## src/rtl/mvps_cfg.svh

```systemverilog
// Offsets, field positions, reset values for the MSI pending block
`ifndef MVPS_CFG_SVH
`define MVPS_CFG_SVH

`define MVPS_ADDR_W 12
`define MVPS_OFF_CTRL 12'h048
`define MVPS_OFF_MASK64 12'h058
`define MVPS_OFF_MASK32 12'h054
`define MVPS_OFF_PEND64 12'h05C
`define MVPS_OFF_PEND32 12'h058
`define MVPS_OFF_CAPHDR 12'h068
`define MVPS_OFF_RSV0 12'h07C
`define MVPS_OFF_RSV1 12'h080
`define MVPS_OFF_RSV2 12'h08C
`define MVPS_OFF_RSV3 12'h090

`define MVPS_EN_BIT 16
`define MVPS_CAP_LSB 17
`define MVPS_CAP_MSB 19
`define MVPS_GRANT_LSB 20
`define MVPS_GRANT_MSB 22
`define MVPS_A64_BIT 23
`define MVPS_PVM_BIT 24

`define MVPS_CAP_ID 8'h10
`define MVPS_NEXT_PTR 8'hA4
`define MVPS_CAP_VER 4'h2
`define MVPS_PORT_TYPE 4'h0
`define MVPS_MSG_NUM 5'h00

`define MVPS_GRANT_1 3'h0
`define MVPS_GRANT_2 3'h1
`define MVPS_GRANT_4 3'h2
`define MVPS_CAP_COUNT 3'h2

`define MVPS_CAT_LINK 2'h1
`define MVPS_MASK_RST 4'h0
`define MVPS_PEND_RST 4'h0
`define MVPS_IMPL_1 4'h1
`define MVPS_IMPL_2 4'h3
`define MVPS_IMPL_4 4'hF

`endif

```

## src/rtl/mvps_pkg.sv

```systemverilog
// Types and vector grouping functions for the MSI pending block
package mvps_pkg;
`include "mvps_cfg.svh"

   typedef enum logic [1:0] {
      ST_IDLE = 2'b01,
      ST_SEND = 2'b10
   } mvps_state_t;

   // Bit 0 power/link state, 1 link port, 2 pin, 3 doorbell
   typedef struct packed {
      logic doorbell;
      logic gpio;
      logic link;
      logic power;
   } mvps_evt_t;

   typedef struct packed {
      logic enable;
      logic [2:0] grant;
   } mvps_ctrl_t;

   // Granted count limited by capability, saturated at four
   function automatic logic [2:0] mvps_eff_grant(input logic [2:0] en,
                                                input logic [2:0] cap);
      logic [2:0] g;
      g = (en < cap) ? en : cap;
      if (g > `MVPS_GRANT_4) begin
         g = `MVPS_GRANT_4;
      end
      return g;
   endfunction : mvps_eff_grant

   // Vector used by a category under a grant
   function automatic logic [1:0] mvps_vec_of(input logic [2:0] g,
                                             input logic [1:0] cat);
      logic [1:0] v;
      v = 2'h0;
      if (g >= `MVPS_GRANT_4) begin
         v = cat;
      end else if (g == `MVPS_GRANT_2) begin
         v = (cat == `MVPS_CAT_LINK) ? 2'h1 : 2'h0;
      end
      return v;
   endfunction : mvps_vec_of

endpackage : mvps_pkg

```

## src/rtl/mvps_vector_map.sv

```systemverilog
// Folding of category pending bits onto granted vectors
`timescale 1ns/10ps
`include "mvps_cfg.svh"
module mvps_vector_map import mvps_pkg::*; (
   input wire logic [2:0] grant, // Effective grant field
   input wire mvps_evt_t catPend, // Pending per category
   input wire logic [3:0] maskBits, // Mask per vector
   output logic [3:0] vecPend, // Pending per vector
   output logic [3:0] vecLive, // Pending and unmasked
   output logic [3:0] implBits // Implemented bit positions
);

   always_comb begin
      vecPend = 4'h0;
      for (int c = 0; c < 4; c++) begin
         if (catPend[c]) begin
            vecPend[mvps_vec_of(grant, 2'(c))] = 1'b1;
         end
      end
   end

   always_comb begin
      if (grant >= `MVPS_GRANT_4) begin
         implBits = `MVPS_IMPL_4;
      end else if (grant == `MVPS_GRANT_2) begin
         implBits = `MVPS_IMPL_2;
      end else begin
         implBits = `MVPS_IMPL_1;
      end
   end

   assign vecLive = vecPend & ~maskBits & implBits;

endmodule : mvps_vector_map

```

## src/rtl/mvps_msi_pending.sv

```systemverilog
// MSI pending status, vector grouping and express capability header
// Operation
// - Four interrupt source categories kept apart
// - Vector count from capable and granted fields
// - Four granted: one vector per category
// - Two granted: link port alone, rest shared
// - One granted: everything on one vector
// - Pending register at 5Ch, else 58h
// - Masked pending vector sends no message
// - Power pending bit only with four vectors
// - Bit zero shows shared pending otherwise
// - Link pending bit needs two vectors
// - Pin and doorbell bits need four vectors
// - Capability identifier reads 10h
// - Next capability pointer reads A4h
// - Capability version reads 2h
// - Port type reads zero, endpoint
// - Slot implemented bit reads zero
// - Interrupt message number defaults zero
// - Offsets 7Ch 80h 8Ch 90h reserved
// - Mask bits read-write, reset zero
// - Per-vector masking bit reads one
`timescale 1ns/10ps
`include "mvps_cfg.svh"
module mvps_msi_pending import mvps_pkg::*; #(
   parameter logic [2:0] CAP_COUNT = `MVPS_CAP_COUNT,
   parameter logic ADDR64 = 1'b1,
   parameter logic [4:0] MSG_NUM = `MVPS_MSG_NUM
) (
   input wire logic mclk, // Core clock
   input wire logic sys_rst, // Synchronous reset, high
   input wire logic [`MVPS_ADDR_W-1:0] regAddr, // Register byte address
   input wire logic [31:0] regWrData, // Write data
   input wire logic regWrEn, // Write strobe
   input wire logic regRdEn, // Read strobe
   output logic [31:0] regRdData, // Read data, cycle after strobe
   input wire mvps_evt_t evtIn, // Category event pulses
   output logic msiValid, // Message request
   output logic [1:0] msiVector, // Vector of the request
   input wire logic msiReady // Message accepted
);

   ////////////////////////////////////////////////////////////////////
   // Registers and decode

   mvps_ctrl_t ctrlReg;
   logic [3:0] maskReg;
   mvps_evt_t catPendReg;
   mvps_evt_t catPendNext;
   mvps_state_t stateReg;
   logic [1:0] msiVecReg;
   logic [1:0] pickVec;
   logic [31:0] rdDataReg;
   logic [31:0] rdDataNext;
   logic [2:0] effGrant;
   logic [3:0] vecPend;
   logic [3:0] vecLive;
   logic [3:0] implBits;
   logic [3:0] catClear;
   logic [`MVPS_ADDR_W-1:0] pendAddr;
   logic [`MVPS_ADDR_W-1:0] maskAddr;
   logic sendDone;

   assign effGrant = mvps_eff_grant(ctrlReg.grant, CAP_COUNT);
   assign pendAddr = ADDR64 ? `MVPS_OFF_PEND64 : `MVPS_OFF_PEND32;
   assign maskAddr = ADDR64 ? `MVPS_OFF_MASK64 : `MVPS_OFF_MASK32;
   assign sendDone = (stateReg == ST_SEND) && msiReady;

   mvps_vector_map uMap (
      .grant(effGrant),
      .catPend(catPendReg),
      .maskBits(maskReg),
      .vecPend(vecPend),
      .vecLive(vecLive),
      .implBits(implBits)
   );

   ////////////////////////////////////////////////////////////////////
   // Software writes

   always_ff @(posedge mclk) begin
      if (sys_rst) begin
         ctrlReg <= '0;
      end else if (regWrEn && regAddr == `MVPS_OFF_CTRL) begin
         ctrlReg.enable <= regWrData[`MVPS_EN_BIT];
         ctrlReg.grant <= regWrData[`MVPS_GRANT_MSB:`MVPS_GRANT_LSB];
      end
   end

   always_ff @(posedge mclk) begin
      if (sys_rst) begin
         maskReg <= `MVPS_MASK_RST;
      end else if (regWrEn && regAddr == maskAddr) begin
         maskReg <= regWrData[3:0];
      end
   end

   ////////////////////////////////////////////////////////////////////
   // Category pending bits

   always_comb begin
      catClear = 4'h0;
      for (int c = 0; c < 4; c++) begin
         if (sendDone && mvps_vec_of(effGrant, 2'(c)) == msiVecReg) begin
            catClear[c] = 1'b1;
         end
      end
   end

   // New event wins over the clear of a sent message
   always_comb begin
      catPendNext = (catPendReg & ~catClear) | evtIn;
   end

   always_ff @(posedge mclk) begin
      if (sys_rst) begin
         catPendReg <= `MVPS_PEND_RST;
      end else begin
         catPendReg <= catPendNext;
      end
   end

   ////////////////////////////////////////////////////////////////////
   // Message request engine

   always_comb begin
      pickVec = 2'h0;
      for (int v = 3; v >= 0; v--) begin
         if (vecLive[v]) begin
            pickVec = 2'(v);
         end
      end
   end

   always_ff @(posedge mclk) begin
      if (sys_rst) begin
         stateReg <= ST_IDLE;
      end else begin
         case (stateReg)
            ST_IDLE: begin
               if (ctrlReg.enable && |vecLive) begin
                  stateReg <= ST_SEND;
               end
            end
            ST_SEND: begin
               if (msiReady) begin
                  stateReg <= ST_IDLE;
               end
            end
            default: begin
               stateReg <= ST_IDLE;
            end
         endcase
      end
   end

   always_ff @(posedge mclk) begin
      if (sys_rst) begin
         msiVecReg <= 2'h0;
      end else if (stateReg == ST_IDLE) begin
         msiVecReg <= pickVec;
      end
   end

   assign msiValid = (stateReg == ST_SEND);
   assign msiVector = msiVecReg;

   ////////////////////////////////////////////////////////////////////
   // Read path

   always_comb begin
      rdDataNext = 32'h0;
      if (regAddr == `MVPS_OFF_CTRL) begin
         rdDataNext[`MVPS_EN_BIT] = ctrlReg.enable;
         rdDataNext[`MVPS_CAP_MSB:`MVPS_CAP_LSB] = CAP_COUNT;
         rdDataNext[`MVPS_GRANT_MSB:`MVPS_GRANT_LSB] = ctrlReg.grant;
         rdDataNext[`MVPS_A64_BIT] = ADDR64;
         rdDataNext[`MVPS_PVM_BIT] = 1'b1;
      end else if (regAddr == pendAddr) begin
         rdDataNext[3:0] = vecPend & implBits;
      end else if (regAddr == maskAddr) begin
         rdDataNext[3:0] = maskReg & implBits;
      end else if (regAddr == `MVPS_OFF_CAPHDR) begin
         rdDataNext[7:0] = `MVPS_CAP_ID;
         rdDataNext[15:8] = `MVPS_NEXT_PTR;
         rdDataNext[19:16] = `MVPS_CAP_VER;
         rdDataNext[23:20] = `MVPS_PORT_TYPE;
         rdDataNext[24] = 1'b0;
         rdDataNext[29:25] = MSG_NUM;
      end else if (regAddr == `MVPS_OFF_RSV0 ||
                   regAddr == `MVPS_OFF_RSV1 ||
                   regAddr == `MVPS_OFF_RSV2 ||
                   regAddr == `MVPS_OFF_RSV3) begin
         rdDataNext = 32'h0;
      end
   end

   always_ff @(posedge mclk) begin
      if (sys_rst) begin
         rdDataReg <= 32'h0;
      end else if (regRdEn) begin
         rdDataReg <= rdDataNext;
      end else begin
         rdDataReg <= 32'h0;
      end
   end

   assign regRdData = rdDataReg;

   logic pastRst;
   always_ff @(posedge mclk) begin
      pastRst <= sys_rst;
   end
endmodule : mvps_msi_pending

```

## config.mk

```make
export PLATFORM = sky130hd
export DESIGN_NAME = mvps_msi_pending
export DESIGN_NICKNAME = d
export VERILOG_FILES = /design/src/rtl/mvps_pkg.sv /design/src/rtl/mvps_vector_map.sv /design/src/rtl/mvps_msi_pending.sv
export VERILOG_INCLUDE_DIRS = /design/src /design/src/rtl
export SDC_FILE = /design/constraint.sdc
export NUM_CORES = 1
export LEC_CHECK = 0
export BUFFER_PORTS_ARGS = -buffer_cell sky130_fd_sc_hd__buf_2
export CORE_MARGIN = 2
export CORE_UTILIZATION = 44
export CTS_CLUSTER_SIZE = 30
export DETAILED_ROUTE_END_ITERATION = 12
export PLACE_DENSITY = 0.84
export SLEW_MARGIN = 20
export SYNTH_ARGS = -nofsm -noshare
export SYNTH_HDL_FRONTEND = slang
export SYNTH_SLANG_ARGS = --single-unit
```

## constraint.sdc

```tcl
create_clock -name mclk -period 2.1 [get_ports mclk]
set_clock_uncertainty 0.15 [all_clocks]
set_input_delay 0.315 -clock mclk [delete_from_list [all_inputs] [get_ports mclk]]
set_output_delay 0.315 -clock mclk [all_outputs]
set_load 0.05 [all_outputs]
```

### After elaboration in Yosys (flattened, before gate mapping)

Index checks and enable logic that the tools add are counted.
Widths: inputs -> output; s select.

| word-level totals | value |
|---|---|
| register bits after elaboration | 48 |
| input port bits | 53 |
| output and inout bits | 35 |
| logic and storage cells | 108 |

| operators by class | value |
|---|---|
| $lt $le $gt $ge | 11 |
| eq/ne operators | 12 |
| multiplexer cells | 41 |
| bitwise operators | 12 |
| reduce and logical (&&, ||, !) cells | 19 |

Operator list:

| operator | number |
|---|---|
| $eq 12x7->1 const B | 4 |
| $mux 14 | 2 |
| $mux 4 | 7 |
| $mux 2 | 13 |
| $and 4x4->4 | 5 |
| $mux 18 | 1 |
| $or 4x4->4 | 4 |
| $logic_and 1x1->1 | 12 |
| $lt 2x3->1 const B | 4 |
| $mux 1 | 10 |
| $mux 9 | 1 |
| $demux 1 s2 | 4 |
| $ge 2x1->1 const B | 4 |
| $not 4->4 | 2 |
| $reduce_or 4->1 | 2 |
| $eq 2x2->1 | 3 |
| $mux 3 | 2 |
| $reduce_or 5->1 | 1 |
| $pmux 2 s2 | 1 |
| $eq 3x1->1 const B | 1 |
| $ge 3x2->1 const B | 1 |
| $gt 3x2->1 const B | 1 |
| $lt 3x2->1 const B | 1 |
| $reduce_or 3->1 | 1 |
| other kinds (8) | 8 |

### Longest topological paths before layout

| logic depth | value |
|---|---|
| depth in word-level cells | 24 |
| depth in mapped cells | 5 |
| gate-level depth less buffers | 4 |

### Modules after synthesis

A second synthesis with hierarchy kept.

| unflattened totals | value |
|---|---|
| cell total of the unflattened synthesis | 164 |
| area, all modules | 1500.2 µm² |

Modules (own cells, without submodules):

| module | instances | cells each | area an instance (µm²) | sequential area each (µm²) |
|---|---|---|---|---|
| mvps_msi_pending | 1 | 147 | 1383.8 | 520.5 |
| mvps_vector_map | 1 | 17 | 116.4 | 0.0 |

### Worst setup path before layout

OpenSTA, ideal clock, no wires.

| timing path | value |
|---|---|
| kind | flip-flop to flip-flop |
| start | register stateReg[1] |
| end | register stateReg[0] |
| setup time | 126 ps |
| data arrival time | 1450 ps |
| data required time | 1824 ps |
| setup slack | 373 ps |
| cell stages (with the launch flop) | 5 |
| buffers on the path | 0 |
| period minus slack after synthesis | 1727 ps |
| cell sequence | dfxtp_1 > nor2b_1 > nand2b_1 > a21oi_1 > o21ai_0 |

| on the way | value |
|---|---|
| longest elaborated chain between the ends | 3 |
| elaborated cells on any way between the ends | 6 |
| classes of those cells | eq/ne: 4; mux: 1; reduce/logical: 1 |

RTL lines:

| what | line | RTL |
|---|---|---|
| start, declared | mvps_msi_pending.sv:50 | `mvps_state_t stateReg;` |
| start signal, assigned | mvps_msi_pending.sv:137 | `stateReg <= ST_IDLE;` |
| start signal, assigned | mvps_msi_pending.sv:142 | `stateReg <= ST_SEND;` |
| start signal, assigned | mvps_msi_pending.sv:147 | `stateReg <= ST_IDLE;` |
| $eq 2x2->1 (*) | n/a |  |
| net msiValid | mvps_msi_pending.sv:38 | `output logic msiValid,` |
| $ne 2x1->1 (no source line) | n/a |  |
| $reduce_and 2->1 (no source line) | n/a |  |

Mark *: on every way through the listed nets, which the timed path passes. The rest lies on a longest branch.
A chain may end at the register's enable or synchronous reset.

### Worst setup path after layout

| timing path | value |
|---|---|
| start | register stateReg[1] |
| end | output port msiValid |

| on the way | value |
|---|---|
| longest elaborated chain between the ends | 1 |

RTL lines:

| what | line | RTL |
|---|---|---|
| $eq 2x2->1 | mvps_msi_pending.sv:165 | `assign msiValid = (stateReg == ST_SEND);` |
| end, declared | mvps_msi_pending.sv:38 |  |

Every way passes these cells.

==> impl_metrics.toml <==
[placement]
dp_slack_ns = 0.4266
place.gp.congestion = 0.8456
post-dp-hpwl_mm = 1.901
port_buffers = 47

[pwr]
ir_drop_v = 0.0004870
power_density_mw_per_mm2 = 592.9
static-leakage-power_uw = 0.0007350

[die]
core_area_mm2 = 0.002781
die_y_um = 58.33
initial_utilization = 0.4669
pin_count = 88
die_area_mm2 = 0.003402
placement_rows = 19
die_width_um = 58.33

[layout]
most-common-layout-cells = "sky130_fd_sc_hd__buf_2, sky130_fd_sc_hd__dfxtp_1, sky130_fd_sc_hd__nor2_1"
final_layout_size_suffix_gt1_frac = 0.3077
layout_commonest_cell = "sky130_fd_sc_hd__buf_2"
fillerInstances = 249
combined_area_of_the_multi_input_logic_cells_um2 = 648.1
final_core_util = 0.5344
syn2layout_area_growth_pct = 14.45
final-seq-area_um2 = 520.5
antenna_cells_inserted = 0
design.final.nets = 236

[grt]
initial_antenna_violation_count = 0
grt_pass1_wl_mm = 3.615
gr-total-overflow = 0
grt_util_all_layers = 0.1335
grt_max_degree = 19
grt_pass1_vias = 916

[routing]
drt_pre_antenna_iters = 4
num_vias = 1060
route.final.wire_length_mm = 2.340
detailedRoute.firstIterationViolations = 48
ant_nets = 0
wire_per_inst_um = 10.99
drt_drc_violations_left = 0
per_cell_via_count_in_the_routed_design = 4.977

[yosys]
synth-edff-count = 0
synth_top_flop_cell = "sky130_fd_sc_hd__dfxtp_1"
postSynth.asyncResetShare = 0
postSynthCellCount = 141
synthesis.area_per_instance_um2 = 9.211
ys_seq_area_frac = 0.4008
synth.top_cells.by_area = "sky130_fd_sc_hd__dfxtp_1, sky130_fd_sc_hd__buf_4, sky130_fd_sc_hd__mux2i_1"
yosys_top_cell_by_area = "sky130_fd_sc_hd__dfxtp_1"
portion_of_synthesized_cell_area_occupied_by_the_leading_cell_type = 0.4008
number_of_synthesized_register_bits = 26
synth-warning-count = 0
netlist-cell-type-count = 37
syn_area_mm2 = 0.001299

[worst_setup_path]
critical_path.endpoint_type = "primary output"
cp_num_cells = 2
timing.critical_path.cells = "nor2b_1, buf_2"
timing.critical_path.fanout_max = 4
worstRegToRegCells = 3
crit_required_ns = 1.63
critical_path.slowest_cell = "sky130_fd_sc_hd__dfxtp_1"
path_class = "reg2out"
critPathTopFamily = "flip-flops"
critical_path.max_stage_delay_ns = 0.37
worst_setup_path_start_kind = "flip-flop"
cp.arrival_ns = 1.13
worst-path-buf-inv = 1

[cts]
clockBufferDepth = 2
cts-root-buf = "sky130_fd_sc_hd__clkbuf_4"
clkSinkCount = 26
clock_latency_ns = 0.31
clkSlewWorstSetupHoldPaths_ns = 0.14
cts_hold_buffers = 0
post-cts-setup-buffer-count = 0
ctsHtreeMaxLevel = 1
cts_resized = 0
cts_made_buffers = 3
tritoncts_clock_tree = "done"

[hold_path]
worstHoldPathCells = 3
worst_hold_path_type = "in2reg"

[run]
max_cap_viol_count = 0

[sta]
achievable-frequency_mhz = 625.6
unrepaired_setup_endpoints_after_global_routing = "false"
setup-violations-final = 0
slew_viol_final = 0
timing.final.crit_period_ns = 1.598
period_share = 0.7611
postLayoutSetupSlackWorst_ns = 0.5017
tns_ns = 0
hold_violations = 0

[run_status]
run_status = "finished clean"
-- metal layers --
layer  GRT usage  wire length (um)
met1      0.1591               975
met2      0.2440              1174
met3     0.02637               175
met4     0.03322                15
met5           0                 0
-- worst register-to-register path: cells and delay by family (launching register included) --
kind	cells	cell delay, ns
AO/OA/AOI/OAI	1	0.23
flip-flops	1	0.40
AND/OR/NAND/NOR	2	0.60
-- logic make-up (layout without fill, tap and decap cells) --
| group | count (synthesis) | count (layout) | share of synthesized area |
|---|---|---|---|
| and+or+nand+nor | 58 | 58 | 0.2746 |
| buffers and inverters | 27 | 53 | 0.1435 |
| DFF | 26 | 26 | 0.4008 |
| AOI/OAI and AO/OA | 16 | 16 | 0.07996 |
| muxes | 11 | 11 | 0.08478 |
| xor gates and xnor gates | 2 | 2 | 0.01349 |
| other | 1 | 16 | 0.002887 |
-- worst paths after layout --
check / start / end / slack [ns]
setup / recovery: stateReg[1] / msiValid / 0.50
hold / removal: evtIn[0] / catPendReg[0] / 0.05
setup reg to reg: msiVector[0] / catPendReg[3] / 0.61
hold reg to reg: ctrlReg[3] / regRdData[16] / 0.35
-- area by class of cell --
class	count	area share
clock buffer	4	0.02441
inverter	2	0.005050
multi-input combinational	103	0.4360
sequential	26	0.3502
tap	31	0.02609
timing repair buffer	47	0.1582
-- where the power goes --
group	internal [uW]	leakage [uW]	total (uW)	switching, uW
logic	35.8	0.000503	131	95.6
clock network	106	0.0000210	245	139
registers	499	0.000211	505	6.00
-- cell usage after synthesis (2+ instances only) --
library cell and n:
sky130_fd_sc_hd__dfxtp_1 26, sky130_fd_sc_hd__buf_4 22, sky130_fd_sc_hd__nor2_1 18, sky130_fd_sc_hd__mux2i_1 11, sky130_fd_sc_hd__a21oi_1 6, sky130_fd_sc_hd__nand2b_1 6, sky130_fd_sc_hd__nand3b_1 5, sky130_fd_sc_hd__and2_1 4
sky130_fd_sc_hd__nand4_1 4, sky130_fd_sc_hd__nor2b_1 4, sky130_fd_sc_hd__nor3_1 3, sky130_fd_sc_hd__nor3b_1 3, sky130_fd_sc_hd__a211oi_1 2, sky130_fd_sc_hd__inv_1 2, sky130_fd_sc_hd__or3_1 2, sky130_fd_sc_hd__xnor2_1 2
-- through the flow --
stage / power [uW] / hold WS, ns / area, um^2 / std cells
6_report: 881.4 / 0.05355 / 1486 / 213
5_1_grt: 913.3 / 0.06459 / 1486 / 213
4_1_cts: 882.5 / 0.05711 / 1486 / 213
3_5_place_dp: 646.0 / 0.3386 / 1450 / 209
3_3_place_gp: 644.8 / 0.3403 / 1450 / 209
2_1_floorplan: 633.6 / 0.2824 / 1355 / 156
-- registers in the layout (all words and copies together), names as in the netlist --
register,count
ctrlReg,4
stateReg,2
catPendReg,4
regRdData,10
maskReg,4
msiVector,2
Note: power is estimated with default switching activity, not from simulation.
